`src/pkg/dao_params.svh`:
```
`ifndef DAO_PARAMS_SVH
`define DAO_PARAMS_SVH

// conversion clock rate
`define DAO_CLK_MHZ 25
// sample width and pipeline depth in sampling periods
`define DAO_SAMPLE_W 8
`define DAO_LATENCY 5
// wake-up times as printed, in ns
`define DAO_T_SHDN_NS 20000
`define DAO_T_STBY_NS 5500
`define DAO_T_IDLE_NS 5
// least times round up to whole cycles, never below one
`define DAO_NS2CYC(ns) ((((ns) * `DAO_CLK_MHZ) + 999) / 1000)
`define DAO_SHDN_CYC `DAO_NS2CYC(`DAO_T_SHDN_NS)
`define DAO_STBY_CYC `DAO_NS2CYC(`DAO_T_STBY_NS)
`define DAO_IDLE_CYC `DAO_NS2CYC(`DAO_T_IDLE_NS)
// reset values
`define DAO_RST_WORD 8'h00
`define DAO_RST_CNT 10'h000
// offset binary: top bit inverted from two's complement
`define DAO_MSB_FLIP 8'h80

`endif

```
`src/pkg/dao_pkg.sv`:
```
package dao_pkg;
	// power modes, code is {power_select_low, power_select_high}
	typedef enum logic [1:0] {
		DAO_M_SHDN = 2'b00,
		DAO_M_STBY = 2'b01,
		DAO_M_IDLE = 2'b10,
		DAO_M_NORM = 2'b11
	} dao_mode_t;
	// wake-up counter, wide enough for the longest wait
	typedef logic [9:0] dao_cnt_t;
	typedef logic [7:0] dao_word_t;
endpackage

```
`src/hw/dao_pipe.sv`:
```
`timescale 1ns/1ps
`include "dao_params.svh"

// sample-pair delay line, one stage per sampling period
module dao_pipe
	import dao_pkg::*;
#(
	parameter int DEPTH = `DAO_LATENCY
) (
	// clock and reset
	input wire logic i_clk,
	input wire logic i_arst_n,
	// push side
	input wire logic i_push,
	input wire dao_word_t i_a,
	input wire dao_word_t i_b,
	// tail of the line, value before the current push
	output dao_word_t o_a,
	output dao_word_t o_b
);
	dao_word_t a_r [DEPTH];
	dao_word_t b_r [DEPTH];
	dao_word_t a_nxt [DEPTH];
	dao_word_t b_nxt [DEPTH];

	// shift only on a conversion; a halted core freezes the line
	always_comb begin
		for (int i = 0; i < DEPTH; i++) begin
			a_nxt[i] = a_r[i];
			b_nxt[i] = b_r[i];
		end
		if (i_push) begin
			a_nxt[0] = i_a;
			b_nxt[0] = i_b;
			for (int i = 1; i < DEPTH; i++) begin
				a_nxt[i] = a_r[i-1];
				b_nxt[i] = b_r[i-1];
			end
		end
	end

	always_ff @(posedge i_clk or negedge i_arst_n) begin
		if (!i_arst_n) begin
			for (int i = 0; i < DEPTH; i++) begin
				a_r[i] <= `DAO_RST_WORD;
				b_r[i] <= `DAO_RST_WORD;
			end
		end else begin
			a_r <= a_nxt;
			b_r <= b_nxt;
		end
	end

	assign o_a = a_r[DEPTH-1];
	assign o_b = b_r[DEPTH-1];
endmodule // dao_pipe

```
`src/hw/dao_top.sv`:
```
`timescale 1ns/1ps
`include "dao_params.svh"

// Contract
// - samples leave as offset binary; bipolar zero is 8'h80, negative full scale 8'h00.
// - both selects low: core, reference, clock distribution off, outputs tri-stated.
// - low 0, high 1: reference and clock on, core off, outputs tri-stated.
// - low 1, high 0: everything powered but outputs forced to tri-state.
// - both selects high: everything powered and outputs driven.
// - leaving shutdown, wait 20 us for the reference before operating.
// - leaving standby, wait 5.5 us for the core before conversions resume.
// - leaving idle, output drivers turn on within 5 ns; the driver timer waits one whole 40 ns clock cycle instead.
// - when drivers turn on, the last converted word is shown first.
// - first channel updates on rising edge, second on falling; indicator high for first.
// - both sampled on rising edge; latency 5 periods first, 5.5 second.
module dao_top
	import dao_pkg::*;
#(
	parameter int SHDN_CYC = `DAO_SHDN_CYC,
	parameter int STBY_CYC = `DAO_STBY_CYC,
	parameter int IDLE_CYC = `DAO_IDLE_CYC
) (
	// clock and reset
	input wire logic i_clk,
	input wire logic i_arst_n,
	// sampling clock and power select pins
	input wire logic i_smp_clk,
	input wire logic i_power_select_low,
	input wire logic i_power_select_high,
	// quantised words from the core, two's complement
	input wire dao_word_t i_first_channel,
	input wire dao_word_t i_second_channel,
	// multiplexed output bus
	output dao_word_t o_sample_bits,
	output logic o_sample_bits_oe,
	output logic o_chan_ind,
	output logic o_chan_ind_oe,
	// section power enables and status
	output logic o_core_pwr,
	output logic o_ref_pwr,
	output logic o_clk_dist_pwr,
	output logic o_conv_valid
);
	// saturating count toward a limit
	function automatic dao_cnt_t sat_inc(input dao_cnt_t c, input dao_cnt_t lim);
		sat_inc = (c >= lim) ? lim : dao_cnt_t'(c + 10'h001);
	endfunction

	// two's complement to offset binary
	function automatic dao_word_t to_offs(input dao_word_t w);
		to_offs = w ^ `DAO_MSB_FLIP;
	endfunction

	localparam dao_cnt_t SHDN_LIM = dao_cnt_t'(SHDN_CYC);
	localparam dao_cnt_t STBY_LIM = dao_cnt_t'(STBY_CYC);
	localparam dao_cnt_t IDLE_LIM = dao_cnt_t'(IDLE_CYC);

	// pin synchronisers: s1 feeds s2 only, level changes when s2 and s3 agree
	logic [2:0] s1_r, s2_r, s3_r, s1_nxt, s2_nxt, s3_nxt;
	logic [2:0] lvl_r, lvl_nxt;

	always_comb begin
		s1_nxt = {i_smp_clk, i_power_select_low, i_power_select_high};
		s2_nxt = s1_r;
		s3_nxt = s2_r;
		for (int i = 0; i < 3; i++) begin
			lvl_nxt[i] = (s2_r[i] == s3_r[i]) ? s3_r[i] : lvl_r[i];
		end
	end

	always_ff @(posedge i_clk or negedge i_arst_n) begin
		if (!i_arst_n) begin
			s1_r <= 3'h0;
			s2_r <= 3'h0;
			s3_r <= 3'h0;
			lvl_r <= 3'h0;
		end else begin
			s1_r <= s1_nxt;
			s2_r <= s2_nxt;
			s3_r <= s3_nxt;
			lvl_r <= lvl_nxt;
		end
	end

	dao_mode_t mode;
	logic smp_rise, smp_fall;
	assign mode = dao_mode_t'(lvl_r[1:0]);
	// sampling edges seen one cycle before the filtered level register moves
	assign smp_rise = lvl_nxt[2] & ~lvl_r[2];
	assign smp_fall = ~lvl_nxt[2] & lvl_r[2];

	// power decode per mode
	always_comb begin
		unique case (mode)
			DAO_M_SHDN: {o_core_pwr, o_ref_pwr, o_clk_dist_pwr} = 3'h0;
			DAO_M_STBY: {o_core_pwr, o_ref_pwr, o_clk_dist_pwr} = 3'h3;
			DAO_M_IDLE: {o_core_pwr, o_ref_pwr, o_clk_dist_pwr} = 3'h7;
			DAO_M_NORM: {o_core_pwr, o_ref_pwr, o_clk_dist_pwr} = 3'h7;
		endcase
	end

	// wake timers: reference charge, core start, driver start
	dao_cnt_t ref_cnt_r, core_cnt_r, drv_cnt_r;
	dao_cnt_t ref_cnt_nxt, core_cnt_nxt, drv_cnt_nxt;
	logic ref_ok, core_ok, drv_ok;

	always_comb begin
		ref_cnt_nxt = o_ref_pwr ? sat_inc(ref_cnt_r, SHDN_LIM) : `DAO_RST_CNT;
		core_cnt_nxt = o_core_pwr ? sat_inc(core_cnt_r, STBY_LIM) : `DAO_RST_CNT;
		drv_cnt_nxt = (mode == DAO_M_NORM) ? sat_inc(drv_cnt_r, IDLE_LIM) : `DAO_RST_CNT;
	end

	always_ff @(posedge i_clk or negedge i_arst_n) begin
		if (!i_arst_n) begin
			ref_cnt_r <= `DAO_RST_CNT;
			core_cnt_r <= `DAO_RST_CNT;
			drv_cnt_r <= `DAO_RST_CNT;
		end else begin
			ref_cnt_r <= ref_cnt_nxt;
			core_cnt_r <= core_cnt_nxt;
			drv_cnt_r <= drv_cnt_nxt;
		end
	end

	assign ref_ok = ref_cnt_r == SHDN_LIM;
	// core timing runs alongside the reference count, so shutdown exit costs the longer of the two
	assign core_ok = (core_cnt_r == STBY_LIM) & ref_ok;
	assign drv_ok = drv_cnt_r == IDLE_LIM;
	assign o_conv_valid = core_ok;
	// drivers on only in normal mode once everything is awake
	assign o_sample_bits_oe = (mode == DAO_M_NORM) & drv_ok & core_ok;
	assign o_chan_ind_oe = o_sample_bits_oe;

	// latency line, both channels pushed on the same rising edge
	logic push;
	dao_word_t push_a, push_b, tail_a, tail_b;
	assign push = smp_rise & core_ok;
	assign push_a = to_offs(i_first_channel);
	assign push_b = to_offs(i_second_channel);

	dao_pipe #(
		.DEPTH(`DAO_LATENCY)
	) u_pipe (
		.i_clk(i_clk),
		.i_arst_n(i_arst_n),
		.i_push(push),
		.i_a(push_a),
		.i_b(push_b),
		.o_a(tail_a),
		.o_b(tail_b)
	);

	// output register: tracks every conversion even while tri-stated, so
	// re-enabling always shows the newest word; halted core freezes it
	dao_word_t word_r, word_nxt, bhold_r, bhold_nxt;
	logic ind_r, ind_nxt;

	always_comb begin
		word_nxt = word_r;
		bhold_nxt = bhold_r;
		ind_nxt = ind_r;
		if (push) begin
			word_nxt = tail_a;
			bhold_nxt = tail_b;
			ind_nxt = 1'b1;
		end else if (smp_fall & core_ok) begin
			word_nxt = bhold_r;
			ind_nxt = 1'b0;
		end
	end

	always_ff @(posedge i_clk or negedge i_arst_n) begin
		if (!i_arst_n) begin
			word_r <= `DAO_RST_WORD;
			bhold_r <= `DAO_RST_WORD;
			ind_r <= 1'b0;
		end else begin
			word_r <= word_nxt;
			bhold_r <= bhold_nxt;
			ind_r <= ind_nxt;
		end
	end

	// the held word drives the pins as soon as the enable rises
	assign o_sample_bits = word_r;
	assign o_chan_ind = ind_r;

	// checks; any update of the output register, either channel
	logic word_upd;
	assign word_upd = push | (smp_fall & core_ok);
endmodule // dao_top

```
`config.mk`:
```
export PLATFORM = sky130hd
export DESIGN_NAME = dao_top
export DESIGN_NICKNAME = d
export VERILOG_FILES = /design/src/pkg/dao_pkg.sv /design/src/hw/dao_pipe.sv /design/src/hw/dao_top.sv
export VERILOG_INCLUDE_DIRS = /design/src /design/src/pkg
export SDC_FILE = /design/constraint.sdc
export NUM_CORES = 1
export LEC_CHECK = 0
export BUFFER_PORTS_ARGS = -buffer_cell sky130_fd_sc_hd__buf_2
export CELL_PAD_IN_SITES_DETAIL_PLACEMENT = 0
export CELL_PAD_IN_SITES_GLOBAL_PLACEMENT = 1
export CORE_UTILIZATION = 54
export CTS_CLUSTER_SIZE = 20
export DETAILED_ROUTE_END_ITERATION = 10
export GPL_ROUTABILITY_DRIVEN = 0
export PLACE_DENSITY = 0.84
export SETUP_SLACK_MARGIN = 0.3
export SLEW_MARGIN = 20
export SYNTH_ARGS = -nofsm -noshare
export SYNTH_HDL_FRONTEND = slang
export SYNTH_SLANG_ARGS = --single-unit
```
`constraint.sdc`:
```
create_clock -name i_clk -period 3.1 [get_ports i_clk]
set_input_delay 0.31 -clock i_clk [delete_from_list [all_inputs] [get_ports i_clk]]
set_output_delay 0.31 -clock i_clk [all_outputs]
set_load 0.01 [all_outputs]
```
==> flow_summary.ini, run 1 <==
[detailed_routing]
ant_nets = 0
firstDrtPassIters = 4
drt-total-wl_mm = 8.260
drc = 0
via_count = 2939
vias_per_cell = 5.276
drt_iter0_drc = 128
wl_per_cell_um = 14.83

[setup_path]
max_stage_delay_ns = 0.42
crit_slowest_cell = nor4_1
critPathLaunchType = register
critical_path_arrival_ns = 2.13
cp.required_ns = 2.79
worstPathCellList = nor3_1 -> nand4_2 -> nor4_1 -> buf_2
crit_path_max_fanout = 7
worstSetupEndpointType = primary output
crit_type = reg -> out

[cells_and_area]
final_cell_mix = 139 x dfrtp_1, 79 x mux2_2, 34 x buf_2
multi_input_area_mm2 = 0.001793
drive_gt1_share_pct = 37.85
ff_latch_area_mm2 = 0.003478
final_common_cell = dfrtp_1
fillers = 674
nets = 444
diodes = 0
areaGrowthSynthToFinish_pct = 18.50
fin_cells = 557

[power_and_ir_drop]
combPwrFrac_pct = 4.1
power_density_mw_per_mm2 = 625.9
p_int_mw = 3.087
peakVddDrop_mv = 0.4128
clockPowerShare_pct = 47.6
p_seq_share_pct = 48.3
swShare_pct = 22.12
leakagePower_nw = 3.141
power.net_switching_uw = 876.7

[timing]
fin_crit_ns = 2.442
relSlewSlack_pct = 48.34
hold_viol = 0
clock.fmax_ghz = 0.4095
whs_ns = 0.02327
period_share_pct = 78.78
setup_violations = 0
clock_skew_ns = 0.008996
rsz0062_at_grt = no
tightest_slew_ns = 0.7750
slew_violations = 0
tns_ns = 0

[floorplanning]
fp.dieH_um = 101.5
core-area_mm2 = 0.009415
rows = 35
start_util_pct = 56.76
fp.dieArea_mm2 = 0.01030
die_width_um = 101.5
io_pins = 36

[logic_synthesis]
syn_area_mm2 = 0.005344
synth_seq_cells = 139
synthFlopType = dfrtp_1
synth_seq_area_share_pct = 65.09
synth_area_per_cell_um2 = 15.05
async_flop_share_pct = 100.0
yosys_warnings = 0
yosysUniqueCellTypes = 39
synth_edf_count = 0
synthCells = 355

[placed_design]
dp_hpwl_mm = 5.189
port_buffers = 35
placedCellCount = 519

[hold_path]
hold_path.class = in -> reg

[global_route]
antenna_found_initial = 0
grt_pass1_wl_mm = 14.12
grt_overflow_total = 0
grt_pass1_vias = 2977
grt_start_max_net_pins = 90
track_usage_pct = 18.59

[clock_tree]
cts_buffers = 17
clockRootBuffer = clkbuf_8
tritoncts = built
path_clk_slew_ns = 0.06
cts.sinks = 139
clk_latency_ns = 0.52
post_cts_buffers = 0
cts_max_level = 4
cts_max_path_buffers = 2

[run_status]
outcome = complete, no violations

[run]
max_cap_viol_count = 0
cells by family (layout without fill, tap and decap cells):
kind of cell	after synthesis	count (layout)	share of synthesized area, %
XOR/XNOR	12	12	1.967
multiplexers	86	86	18.61
flip-flops	139	139	65.09
buffers and inverters	21	85	2.084
other	1	10	0.07017
adder cells (fa/ha/maj)	10	10	2.201
AO/OA/AOI/OAI	35	35	4.660
AND/OR/NAND/NOR	51	51	5.315
state kept, by name, indices dropped and copies added (netlist names):
| signal | cells |
|---|---|
| o_sample_bits | 8 |
| lvl_r | 3 |
| s2_r | 3 |
| ref_cnt_r | 10 |
| u_pipe.o_b | 8 |
| s3_r | 3 |
| u_pipe.o_a | 8 |
| o_chan_ind | 1 |
| drv_cnt_r | 10 |
| s1_r | 3 |
| bhold_r | 8 |
| core_cnt_r | 10 |
| u_pipe.a_r | 32 |
| u_pipe.b_r | 32 |
cell type report:
class                      instances  area share [%]
clock buffer                      19           6.659
clock inverter                    12           2.233
inverter                           6          0.3557
multi-input combinational        204           28.31
sequential                       139           54.93
tap                              129           2.549
timing repair buffer              48           4.959
stage by stage:
| step | setup WS (ns) | instance area, um^2 | power [mW] | utilization [%] |
|---|---|---|---|---|
| after global routing | 0.4701 | 6332 | 4.134 | 67.26 |
| after CTS | 0.5723 | 6295 | 4.018 | 66.86 |
| after global placement | 0.7006 | 5682 | 2.097 | 60.35 |
| final | 0.6579 | 6332 | 3.964 | 67.26 |
| after floorplan | 0.9792 | 5378 | 2.021 | - |
| after detailed placement | 0.6460 | 5682 | 2.105 | 60.35 |
worst max-delay path, delay by kind of cell, from the launching register on:
family,cells,cell delay (ns)
DFF,1,0.41
and+or+nand+nor,3,1.01
buffers and inverters,1,0.20
cells in the mapped netlist (3+ instances only):
library cell	count	area share [%]
a21oi_1	6	0.56
mux2_2	79	17
nand2_1	9	0.63
ha_1	7	1.6
mux2_4	7	2.0
and3_1	3	0.35
a2bb2oi_1	8	1.3
nor2_1	12	0.84
inv_1	6	0.42
dfrtp_1	139	65
xnor2_1	6	0.98
o22ai_1	8	0.94
buf_2	8	0.75
maj3_1	3	0.56
nor4_1	5	0.59
o31ai_1	4	0.56
xor2_1	6	0.98
clkbuf_1	3	0.21
nand3_1	6	0.56
power groups by stage:
stage / clock network (mW) / registers (mW) / logic, mW
6_report: 1.89 / 1.91 / 0.163
5_1_grt: 2.03 / 1.92 / 0.187
4_1_cts: 1.94 / 1.91 / 0.166
3_5_place_dp: 0 / 1.94 / 0.160
3_3_place_gp: 0 / 1.94 / 0.155
2_1_floorplan: 0 / 1.93 / 0.0902
what timing repair did:
action | in CTS | in global routing
hold buffers | 5 | 1
hold endpoints to repair | 90 | 1
setup endpoints to repair | 0 | 0
resized for setup | 0 | 0
per-layer routing:
layer	wire length [um]	GRT usage, %	up-vias
met5	0	0	-
met4	142	9.030	0
met3	231	5.521	13
met2	3937	28.15	54
met1	3948	24.79	1495
li1	-	-	1377
final timing paths:
kind / depth (start not counted) / start / slack (ns) / to
setup / recovery: 4 / core_cnt_r[6]$_DFF_PN0_ / 0.66 / o_sample_bits_oe
hold / removal: 2 / i_second_channel[5] / 0.02 / u_pipe.b_r[37]$_DFFE_PN0P_
setup reg to reg: 7 / ref_cnt_r[0]$_DFF_PN0_ / 0.72 / u_pipe.b_r[8]$_DFFE_PN0P_
hold reg to reg: 0 / s1_r[2]$_DFF_PN0_ / 0.35 / s2_r[2]$_DFF_PN0_
max in group asynchronous: 3 / i_arst_n / 1.89 / u_pipe.a_r[28]$_DFFE_PN0P_
min in group asynchronous: 2 / i_arst_n / 0.44 / drv_cnt_r[2]$_DFF_PN0_
Note: power is estimated with default switching activity, not from simulation.
==> inputs of run 2 (changes only) <==
Settings changed: ABC_AREA from default to 1, CORE_UTILIZATION 54 to 42, PLACE_DENSITY 0.84 to 0.75.
Clock period 3.1 ns to 2.1 ns, I/O delays scaled along.
==> run 2 against run 1 <==
  * Hold slack worse by 0.014 ns
  * Largest cell class unchanged
  * Count of clock-buffer cells in the layout rose by 4
  * Final cell count grew 64%
  * Clock skew is 0.0024 ns higher
  * Critical path depth is 3 higher
  * Sequential share of layout area shrank 11 points
  * Global-route usage shrank 1.1 points
  * Final area grew 24%
  * Clock power increased by 52%
  * Setup slack lost 0.47 ns
  * Sequential power is 46% higher
  * Non-clock buffer count is 53 higher
==> flow_summary.ini, run 2 <==
[run_status]
outcome = complete, no violations

[logic_synthesis]
synth_edf_count = 0
yosys.cell_count.top_type = nand2_1
async_flop_share_pct = 100.0
yosysUniqueCellTypes = 32
synthTopCellsByArea = dfrtp_1 61%, nand2_1 14%, nand3_1 7.3%
synth_top_area_share_pct = 60.84
synth_area_per_cell_um2 = 9.147
synth_seq_area_share_pct = 60.84
synth_seq_cells = 139
synthFlopType = dfrtp_1
synth_common_cells = 216 x nand2_1, 139 x dfrtp_1, 83 x nand3_1
syn_area_mm2 = 0.005717
synthCells = 625
yosys_warnings = 0
yosys.area.top_type = dfrtp_1

[setup_path]
crit_type = reg -> out
crit_path_max_fanout = 2
worstSetupEndpointType = primary output
cp.required_ns = 1.89
critical_path_arrival_ns = 1.70
critPathLaunchType = register
rrSetupSlack_ns = 0.20

[timing]
rsz0062_at_grt = yes
clock_skew_ns = 0.01139
slew_violations = 0
tns_ns = 0
tightest_slew_ns = 0.5490
setup_slack_ns = 0.1898
hold_viol = 0
relSlewSlack_pct = 63.40
fin_crit_ns = 1.910
period_share_pct = 90.96
clock.fmax_ghz = 0.5235
setup_violations = 0

[cells_and_area]
ff_latch_area_mm2 = 0.003478
reg_top3 = u_pipe.a_r (32), u_pipe.b_r (32)
diodes = 0
areaGrowthSynthToFinish_pct = 37.08
fillers = 1130
final_common_cell = nand2_1
final_cell_mix = 212 x nand2_1, 139 x dfrtp_1, 66 x nand3_1
multi_input_area_mm2 = 0.002257
drive_gt1_share_pct = 23.65
nets = 755

[detailed_routing]
via_count = 4572
drc = 0
vias_per_cell = 4.991
ant_nets = 0
firstDrtPassIters = 5
wl_per_cell_um = 16.07
drt_iter0_drc = 302
drt-total-wl_mm = 14.72

[clock_tree]
cts_max_path_buffers = 2
tritoncts = built
clk_latency_ns = 0.42
path_clk_slew_ns = 0.06
cts_max_level = 4
clockRootBuffer = clkbuf_16
cts.sinks = 139
cts_buffers = 17

[floorplanning]
io_pins = 36
die_width_um = 118.7
rows = 42
fp.dieH_um = 118.7
core-area_mm2 = 0.01324
start_util_pct = 43.17
fp.dieArea_mm2 = 0.01408

[power_and_ir_drop]
p_total_mw = 6.046
power_density_mw_per_mm2 = 771.6
peakVddDrop_mv = 0.5635
leakagePower_nw = 3.969

[global_route]
grt_pass1_vias = 4038
antenna_found_initial = 0
track_usage_pct = 17.45
grt_pass1_wl_mm = 19.20
grt_start_max_net_pins = 56
grt_overflow_total = 0

[placed_design]
dp_hpwl_mm = 6.739
port_buffers = 35
place_worst_setup_slack_ns = 0.2673

[run]
max_cap_viol_count = 0

[hold_path]
hold_path.class = in -> reg
==> run 2: power by group <==
group          internal (mW)  total (mW)  switching (mW)
registers               2.74        2.79          0.0524
logic                  0.137       0.372           0.235
clock network           1.75        2.88            1.13
==> run 2: cell families after synthesis <==
group / share of synthesized area [%]
fa+ha+maj: 1.882
buf+inv: 5.297
simple gates: 28.37
compound gates: 2.473
other cells: 0.06560
flops: 60.84
xor+xnor: 1.072
==> run 2: area by class of cell <==
class                      count  area share [%]
tap                          176           2.810
inverter                      37           1.772
clock buffer                  23           6.227
clock inverter                 9           1.134
sequential                   139           44.39
timing repair buffer         101           14.87
multi-input combinational    431           28.80
==> run 2: worst max-delay path, cell delays in order (launching register included) <==
cell and delay (ns):
dfrtp_1 0.37, inv_1 0.06, ha_2 0.18, inv_2 0.05, nor2_4 0.10, nand3_4 0.10, nor4_4 0.26, buf_2 0.17
==> run 2: final timing paths <==
path | end | from | depth (start not counted)
worst max-delay path | o_chan_ind_oe | core_cnt_r[0]$_DFF_PN0_ | 7
worst min-delay path | u_pipe.b_r[36]$_DFFE_PN0P_ | i_second_channel[4] | 3
worst max register to register | u_pipe.o_a[6]$_DFFE_PN0P_ | core_cnt_r[0]$_DFF_PN0_ | 12
worst min register to register | s2_r[2]$_DFF_PN0_ | s1_r[2]$_DFF_PN0_ | 0
max in group asynchronous | u_pipe.b_r[18]$_DFFE_PN0P_ | i_arst_n | 3
min in group asynchronous | ref_cnt_r[7]$_DFF_PN0_ | i_arst_n | 2
==> run 2: metrics by stage <==
stage | std cells | cell area (um^2) | hold slack, ns | util [%]
final | 916 | 7836 | 0.009344 | 59.17
after global routing | 916 | 7836 | 0.004613 | 59.17
after CTS | 871 | 6928 | 0.003543 | 52.31
after detailed placement | 826 | 6151 | 0.2115 | 46.45
after global placement | 826 | 6151 | 0.2069 | 46.45
after floorplan | 634 | 5757 | -0.08559 | -
==> run 2: metal layers <==
metal | up-vias | global-route usage (%) | part of all wire (%)
met1 | 2235 | 22.93 | 44
met3 | 20 | 5.212 | 4.2
met4 | 0 | 6.171 | 1.7
met5 | - | 0 | 0
li1 | 2218 | - | -
met2 | 99 | 27.38 | 50
==> run 2: what timing repair did <==
item,in CTS,in global routing
resized for setup,15,51
hold buffers,6,0
hold endpoints to repair,58,0
setup buffers,6,15
pin swaps,6,48
cloned,1,30
setup endpoints to repair,13,97
